## config.mk

```make
export PLATFORM = sky130hd
export DESIGN_NAME = sif_top
export DESIGN_NICKNAME = d
export VERILOG_FILES = /design/src/common/sif_pkg.sv /design/src/verilog/sif_sync.sv /design/src/verilog/sif_top.sv
export SDC_FILE = /design/constraint.sdc
export NUM_CORES = 1
export LEC_CHECK = 0
export ABC_AREA = 1
export BUFFER_PORTS_ARGS = -buffer_cell sky130_fd_sc_hd__buf_2
export CORE_MARGIN = 1.5
export CORE_UTILIZATION = 40
export CTS_BUF_LIST = sky130_fd_sc_hd__clkbuf_16
export DETAILED_ROUTE_END_ITERATION = 10
export PLACE_DENSITY_LB_ADDON = 0.1
export SYNTH_ARGS = -nofsm -noshare
export SYNTH_HDL_FRONTEND = slang
export SYNTH_SLANG_ARGS = --single-unit
```

## constraint.sdc

```tcl
create_clock -name I_CLK_SYS -period 2.2 [get_ports I_CLK_SYS]
set_clock_uncertainty 0.2 [all_clocks]
set_input_delay 0.11 -clock I_CLK_SYS [delete_from_list [all_inputs] [get_ports I_CLK_SYS]]
set_output_delay 0.11 -clock I_CLK_SYS [all_outputs]
set_load 0.01 [all_outputs]
```

## src/common/sif_pkg.sv

```systemverilog
package sif_pkg;
  // ==========================================================================
  // synchroniser and reset values
  // ==========================================================================
  localparam int SYNC_STAGES = 2;            // flops before any logic reads a pin
  localparam logic RST_LOW   = 1'h0;         // reset value of control bits and the rx and fault flags
  localparam logic RST_HIGH  = 1'h1;         // reset value of idle-high pins
  localparam logic [1:0] SYNC_RST_HIGH = 2'h3;   // select pin idles high (inactive)
  // ==========================================================================
  // fault-guard states
  // ==========================================================================
  typedef enum logic [1:0] {
    SIF_IDLE,                                // no fault pending
    SIF_FAULT,                               // flag set, not yet read
    SIF_ARMED                                // flag read while set, awaiting write
  } sif_state_t;
endpackage

```

## src/verilog/sif_sync.sv

```systemverilog
`timescale 1ns/1ps
// ==========================================================================
// two-flop synchroniser for one pin
// ==========================================================================
module sif_sync #(
  parameter logic RST_VAL = 1'h1             // value held while in reset
) (
  input  wire logic i_clk,
  input  wire logic i_rst,
  input  wire logic i_async,
  output logic      o_sync
);
  logic meta_q;                              // first stage, read only by o_sync
  // both stages take a constant under reset
  always_ff @(posedge i_clk or posedge i_rst) begin
    if (i_rst) begin
      meta_q <= RST_VAL;
      o_sync <= RST_VAL;
    end else begin
      meta_q <= i_async;
      o_sync <= meta_q;
    end
  end
endmodule // sif_sync

```

## src/verilog/sif_top.sv

```systemverilog
`timescale 1ns/1ps
module sif_top (
  input  wire logic I_CLK_SYS,               // 20 MHz system clock
  input  wire logic I_RST,                   // async reset, active high
  input  wire logic I_SS_N,                  // slave-select pin, active low
  input  wire logic I_RX_FULL_SET,           // pulse: receive buffer filled
  input  wire logic I_RX_FULL_CLR,           // pulse: receive flag cleared
  input  wire logic I_TX_EMPTY_SET,          // pulse: transmit buffer emptied
  input  wire logic I_TX_EMPTY_CLR,          // pulse: transmit flag cleared
  input  wire logic I_CTL_WR,                // pulse: write to port_control_one
  input  wire logic I_WR_MASTER_SELECT,      // master bit value written
  input  wire logic I_WR_RX_MASK,            // rx_fault_irq_mask value written
  input  wire logic I_WR_TX_MASK,            // tx_empty_irq_mask value written
  input  wire logic I_WR_FAULT_EN,           // fault_detect_enable value written
  input  wire logic I_WR_SEL_OE,             // select_output_enable value written
  input  wire logic I_WR_BIDIR,              // single-wire bidirectional mode
  input  wire logic I_STATUS_RD,             // pulse: status register read
  input  wire logic I_SCK_OE_REQ,            // datapath wants to drive clock
  input  wire logic I_MOSI_OE_REQ,           // datapath wants to drive mosi
  input  wire logic I_MISO_OE_REQ,           // datapath wants to drive miso
  output logic      O_IRQ,                   // shared interrupt request, high
  output logic      O_RX_FULL_FLAG,          // rx_full_flag
  output logic      O_TX_EMPTY_FLAG,         // tx_empty_flag
  output logic      O_FAULT_FLAG,            // contention_fault_flag
  output logic      O_MASTER_SELECT,         // master_select control bit
  output logic      O_RX_MASK,               // rx_fault_irq_mask
  output logic      O_TX_MASK,               // tx_empty_irq_mask
  output logic      O_SCK_OE,                // serial_clock_pin driver enable
  output logic      O_MOSI_OE,               // mosi driver enable
  output logic      O_MISO_OE                // miso driver enable
);
  // ==========================================================================
  // declarations
  // ==========================================================================
  logic             ss_n_s;                  // synchronised select pin
  logic             fault_en_q;              // fault_detect_enable
  logic             sel_oe_q;                // select_output_enable
  logic             bidir_q;                 // bidirectional mode
  logic             fault_in;                // select pin acts as fault input
  logic             fault_hit;               // contention seen this cycle
  logic             fault_clr;               // read-then-write completes
  logic             irq_d;                   // next request value
  sif_pkg::sif_state_t st_q;                 // clear-sequence state
  sif_pkg::sif_state_t st_d;

  // ==========================================================================
  // pin input
  // ==========================================================================
  // pin is asynchronous to the system clock, so it crosses two flops first
  sif_sync #(
    .RST_VAL (sif_pkg::RST_HIGH)
  ) u_ss_sync (
    .i_clk   (I_CLK_SYS),
    .i_rst   (I_RST),
    .i_async (I_SS_N),
    .o_sync  (ss_n_s)
  );

  // ==========================================================================
  // fault detection
  // ==========================================================================
  // fault input only as master with detect on and select output off
  assign fault_in  = O_MASTER_SELECT & fault_en_q & ~sel_oe_q;
  assign fault_hit = fault_in & ~ss_n_s;

  // ==========================================================================
  // clear sequence: read while set, then a control write
  // ==========================================================================
  // a write without the earlier read leaves the flag alone
  always_comb begin
    st_d = st_q;
    case (st_q)
      sif_pkg::SIF_IDLE: begin
        if (fault_hit) st_d = sif_pkg::SIF_FAULT;
      end
      sif_pkg::SIF_FAULT: begin
        if (I_STATUS_RD) st_d = sif_pkg::SIF_ARMED;
      end
      sif_pkg::SIF_ARMED: begin
        // a fresh fault in the write cycle wins over the clear
        if (I_CTL_WR && !fault_hit) st_d = sif_pkg::SIF_IDLE;
        else if (I_CTL_WR) st_d = sif_pkg::SIF_FAULT;
      end
      default: st_d = sif_pkg::SIF_IDLE;
    endcase
  end
  assign fault_clr = (st_q == sif_pkg::SIF_ARMED) & I_CTL_WR & ~fault_hit;

  // state register
  always_ff @(posedge I_CLK_SYS or posedge I_RST) begin
    if (I_RST) st_q <= sif_pkg::SIF_IDLE;
    else       st_q <= st_d;
  end

  // fault flag follows state; set has priority, held until the clear
  always_ff @(posedge I_CLK_SYS or posedge I_RST) begin
    if (I_RST)          O_FAULT_FLAG <= sif_pkg::RST_LOW;
    else if (fault_hit) O_FAULT_FLAG <= 1'h1;
    else if (fault_clr) O_FAULT_FLAG <= 1'b0;
  end

  // ==========================================================================
  // control bits
  // ==========================================================================
  // fault beats a software write of the master bit in the same cycle
  always_ff @(posedge I_CLK_SYS or posedge I_RST) begin
    if (I_RST) begin
      O_MASTER_SELECT <= sif_pkg::RST_LOW;
      O_RX_MASK       <= sif_pkg::RST_LOW;
      O_TX_MASK       <= sif_pkg::RST_LOW;
      fault_en_q      <= sif_pkg::RST_LOW;
      sel_oe_q        <= sif_pkg::RST_LOW;
      bidir_q         <= sif_pkg::RST_LOW;
    end else begin
      if (fault_hit)     O_MASTER_SELECT <= 1'h0;
      else if (I_CTL_WR) O_MASTER_SELECT <= I_WR_MASTER_SELECT;
      if (I_CTL_WR) begin
        O_RX_MASK  <= I_WR_RX_MASK;
        O_TX_MASK  <= I_WR_TX_MASK;
        fault_en_q <= I_WR_FAULT_EN;
        sel_oe_q   <= I_WR_SEL_OE;
        bidir_q    <= I_WR_BIDIR;
      end
    end
  end

  // ==========================================================================
  // data event flags
  // ==========================================================================
  // flags set regardless of masks so software may poll; set wins over clear
  always_ff @(posedge I_CLK_SYS or posedge I_RST) begin
    if (I_RST) begin
      O_RX_FULL_FLAG  <= sif_pkg::RST_LOW;
      O_TX_EMPTY_FLAG <= sif_pkg::RST_HIGH;
    end else begin
      if (I_RX_FULL_SET)       O_RX_FULL_FLAG  <= 1'h1;
      else if (I_RX_FULL_CLR)  O_RX_FULL_FLAG  <= 1'h0;
      if (I_TX_EMPTY_SET)      O_TX_EMPTY_FLAG <= 1'h1;
      else if (I_TX_EMPTY_CLR) O_TX_EMPTY_FLAG <= 1'h0;
    end
  end

  // ==========================================================================
  // shared interrupt request
  // ==========================================================================
  // registered from the flag values, so request lags a flag by one cycle
  assign irq_d = (O_RX_MASK & (O_RX_FULL_FLAG | O_FAULT_FLAG))
               | (O_TX_MASK & O_TX_EMPTY_FLAG);
  always_ff @(posedge I_CLK_SYS or posedge I_RST) begin
    if (I_RST) O_IRQ <= sif_pkg::RST_LOW;
    else       O_IRQ <= irq_d;
  end

  // ==========================================================================
  // output driver enables
  // ==========================================================================
  // a fault drops sck and mosi, and miso outside bidir mode, in the same edge that sets the flag
  always_ff @(posedge I_CLK_SYS or posedge I_RST) begin
    if (I_RST) begin
      O_SCK_OE  <= sif_pkg::RST_LOW;
      O_MOSI_OE <= sif_pkg::RST_LOW;
      O_MISO_OE <= sif_pkg::RST_LOW;
    end else begin
      O_SCK_OE  <= I_SCK_OE_REQ  & ~fault_hit & ~O_FAULT_FLAG;
      O_MOSI_OE <= I_MOSI_OE_REQ & ~fault_hit & ~O_FAULT_FLAG;
      O_MISO_OE <= I_MISO_OE_REQ
                 & (bidir_q | (~fault_hit & ~O_FAULT_FLAG));
    end
  end
endmodule // sif_top

```

Yosys cells after proc, flatten, opt, wreduce, memory -nomap -nowiden
Index checks and enable logic that the tools add are counted. W data, S select, Z words.

Flip-flop bits (word level): 17. Input bits: 18.

Equality and inequality tests: 5. Mux-type cells: 13. Bitwise logic cells: 20. Reductions and logical operators: 8.

Operator list (count): $and A1 B1 Y1 (13); $mux W1 (8); $mux W2 (4); $reduce_bool A2 Y1 (4); $pmux W2 S3 (1); $ne A2 B2 Y1 const B (2); $not A1 Y1 (4); $ne A3 B3 Y1 const B (1); $or A1 B1 Y1 (3); $reduce_and A3 Y1 (1); $eq A2 B1 Y1 const B (1); $eq A2 B2 Y1 const B (1); $logic_not A2 Y1 (1); $logic_and A1 B1 Y1 (1); $logic_not A1 Y1 (1).

Depth between registers and ports, before layout
Depth after elaboration: 7. Mapped depth: 6.

Cells and area by module
A second synthesis with hierarchy kept.

Cell total of the unflattened synthesis: 72. Area, all modules: 699.4 um2.

By module, submodules not included: sif_top (times used 1, cells each 69, area an instance 643.1 um2, sequential area each 376.6 um2); sif_sync (times used 1, cells each 3, area an instance 56.3 um2, sequential area each 52.6 um2).

Worst setup path before layout
Ideal clock, no wire load.

Path kind: register to register. From: reg u_ss_sync.o_sync. To: reg st_q[0]. Arrival time: 751 ps. Setup slack: 1132 ps. Cell stages (with the launch flop): 6. Path buffers: 0. Period minus slack after synthesis: 1068 ps. Cells stage by stage: dfstp_2 -> nor2_2 -> nand2_4 -> nand2_1 -> nand2_1 -> nand2_1.

Cells in the longest elaborated chain, start to end: 6. Elaborated cells on any way between the ends: 9.

Ends and longest elaborated chain: start, declared (line sif_sync.sv:11) `output logic o_sync`; start signal, assigned (line sif_sync.sv:21) `o_sync <= meta_q;`; $not A1 Y1 * (line sif_top.sv:64) `assign fault_hit = fault_in & ~ss_n_s;`; $and A1 B1 Y1 * (line sif_top.sv:64); $logic_not A1 Y1 (line sif_top.sv:81) `if (I_CTL_WR && !fault_hit) st_d = sif_pkg::SIF_IDLE;`; $logic_and A1 B1 Y1 (line sif_top.sv:81); $ne A3 B3 Y1 (no source line) / $mux W2 (equally long branches); $reduce_and A3 Y1 (no source line) / $pmux W2 S3 (equally long branches); end signal, assigned (line sif_top.sv:91) `if (I_RST) st_q <= sif_pkg::SIF_IDLE;`; end signal, assigned (line sif_top.sv:92) `else st_q <= st_d;`; end, declared (line sif_top.sv:43) `sif_pkg::sif_state_t st_q;`.

Every way passes the cells marked *; elsewhere a longest branch is shown, timed or not. A chain may end at the register's enable or synchronous reset.

==> impl_metrics.tcl <==
set metrics [dict create \
    status "finished with violations" \
    violations "design-rule violations" \
    finalSetupTns_ns 0 \
    grt.total_usage 0.178 \
    cts_buffers 3 \
    dieArea_um2 2000 \
    top_register "st_q" \
    hold_viol_final 0 \
    diodes 0 \
    drive_above_1_share 0.388 \
    fin_ws_ns 0.680 \
    largest_reg_flops 2 \
    place_ws_ns 1.09 \
    fin_crit_ns 1.52 \
    antenna_found_initial 0 \
    synthCells 71 \
    syn_area_um2 696 \
    hold_class "in2reg" \
    vias 607 \
    finalNetCount 135 \
    htree_levels 1 \
    grt_max_degree 18 \
    hpwl_um 921 \
    clk_pin_slew_ns 0.05 \
    drt.antenna.violating_nets 0 \
    peakVddDrop_v 0.000994 \
    cts_root_buf "clkbuf_16" \
    die_x_um 44.7 \
    die-height_um 44.7 \
    synth_nets 89 \
    slew_viol_final 0 \
    required_ns 2.19 \
    syn_area_per_cell_um2 9.80 \
    p_total_mw 0.958 \
    synth-seq-area-share 0.617 \
    max_stage_delay_ns 0.57 \
    place_congestion 0.707 \
    critPathLaunchType "flop" \
    crit_family "buffers and inverters" \
    critPathCaptureType "flop" \
    maxCapViolations 0 \
    grt_pass1_wl_mm 2.49 \
    power_density_nw_per_um2 896 \
    grt-ovfl-total 0 \
    start_util 0.446 \
    viasPerCell 4.60 \
    critPathSlowestCell "dlygate4sd3_1" \
    path_cells "inv_1 > o21bai_1 > dlygate4sd3_1" \
    rsz0062_at_grt "no" \
    cellLeakagePower_nw 0.592 \
    arrival_ns 1.51 \
    fin_crit_sh 0.691 \
    clock-sinks 17 \
    final_core_util 0.686 \
    io_pins 28 \
    clock_path_buffers 2 \
    yosysUniqueCellTypes 20 \
    r2r_slack_ns 0.68 \
    core_area_um2 1560 \
    rows 14 \
    drt-initial-drc-count 2 \
    drc 1 \
    setup_viol 0 \
    first_pass_iters 7 \
    worst-slew-pin-transition_ns 0.603 \
    critPathBufInv 2 \
    slew_headroom 0.598 \
    max_freq_mhz 658 \
    crit_type "reg2reg" \
    cts_tree "built" \
    drt-total-wl_mm 1.44 \
    clkLatencyLatePin_ns 0.25 \
    numPortBuffers 27 \
    ys_seq_elements 17 \
    wl_per_cell_um 10.9 \
    post-cts-setup-buffers 0 \
    grt_pass1_vias 619 \
    syn_to_final_growth_pct 53.8 \
    cp_max_fo 2 \
    synth_warnings 0 \
]
what timing repair did:
item,in CTS,in global routing
hold buffers,15,0
resized for setup,0,0
hold endpoints to repair,27,0
setup endpoints to repair,0,0
report_power, final:
| part | internal (mW) | total (mW) | switching (mW) |
|---|---|---|---|
| clock network | 0.243 | 0.359 | 0.116 |
| registers | 0.368 | 0.400 | 0.0315 |
| logic | 0.0899 | 0.200 | 0.110 |
| total | 0.701 | 0.958 | 0.257 |
synth_stat cells:
cell | instances | share of area
a21oi_1 | 1 | 0.0072
buf_6 | 1 | 0.016
dfrtp_1 | 14 | 0.50
dfstp_2 | 3 | 0.11
inv_1 | 11 | 0.059
inv_2 | 3 | 0.016
inv_4 | 1 | 0.0090
nand2_1 | 19 | 0.10
nand2_2 | 2 | 0.018
nand2_4 | 1 | 0.016
nand3_1 | 1 | 0.0072
nand3_2 | 1 | 0.014
nand4_1 | 1 | 0.0090
nor2_1 | 2 | 0.011
nor2_2 | 1 | 0.0090
o21ai_0 | 4 | 0.029
o21ai_1 | 1 | 0.0072
o21ai_2 | 1 | 0.013
o21bai_1 | 2 | 0.022
o31ai_2 | 1 | 0.018
through the flow:
step / cell area (um2) / hold WS, ns / instances
after floorplan: 696 / -0.166 / 71
after global placement: 840 / 0.0154 / 113
after detailed placement: 840 / 0.0166 / 113
after CTS: 1070 / 0.00790 / 132
after global routing: 1070 / 0.0459 / 132
final: 1070 / 0.00137 / 132
per-layer routing:
| layer | vias to the layer above | wire length (um) | global-route usage | share of wire |
|---|---|---|---|---|
| met5 | - | 0 | 0 | 0 |
| met2 | 19 | 732 | 0.310 | 0.51 |
| li1 | 303 | - | - | - |
| met4 | 0 | 9 | 0.0545 | 0.0063 |
| met1 | 283 | 601 | 0.204 | 0.42 |
| met3 | 2 | 96 | 0.0600 | 0.067 |
logic make-up (layout without fill, tap and decap cells):
| family | count (synthesis) | count (layout) | synth area share |
|---|---|---|---|
| and+or+nand+nor | 28 | 28 | 0.187 |
| DFF | 17 | 17 | 0.617 |
| buffers and inverters | 16 | 61 | 0.101 |
| AOI/OAI and AO/OA | 10 | 10 | 0.0953 |
placed cells by master (no fill, tap or decap), drive strengths merged:
| cell type | instances |
|---|---|
| nand4 | 1 |
| clkinv | 1 |
| o21bai | 2 |
| o21ai | 6 |
| o31ai | 1 |
| dlygate4sd3 | 15 |
| a21oi | 1 |
| nand3 | 2 |
| inv | 15 |
| buf | 27 |
| nand2 | 22 |
| dfstp | 3 |
| clkbuf | 3 |
| nor2 | 3 |
| dfrtp | 14 |
final timing paths:
kind / start / end / depth (start not counted)
setup / recovery: O_TX_EMPTY_FLAG$_DFFE_PP1P_ / O_TX_EMPTY_FLAG$_DFFE_PP1P_ / 3
hold / removal: I_WR_MASTER_SELECT / O_MASTER_SELECT$_DFFE_PP0P_ / 5
min in group asynchronous: I_RST / O_RX_MASK$_DFFE_PP0P_ / 3
setup reg to reg: O_TX_EMPTY_FLAG$_DFFE_PP1P_ / O_TX_EMPTY_FLAG$_DFFE_PP1P_ / 3
max in group asynchronous: I_RST / O_FAULT_FLAG$_DFFE_PP0P_ / 3
hold reg to reg: u_ss_sync.meta_q$_DFF_PP1_ / u_ss_sync.o_sync$_DFF_PP1_ / 0
worst min-delay path, cell delays in order:
cell and delay [ns]:
buf_2 0.08, nand2_1 0.04, nand2_1 0.07, nand2_1 0.06, inv_1 0.05
area by class of cell:
class                           count  area, um2
Sequential cell                    17        429
Timing Repair Buffer               42        285
Multi-Input combinational cell     38        196
Tap cell                           16       20.0
Clock buffer                        3       75.1
Inverter                           15       58.8
Fill cell                         118        489
Clock inverter                      1       5.00
Note: power is estimated with default switching activity, not from simulation.
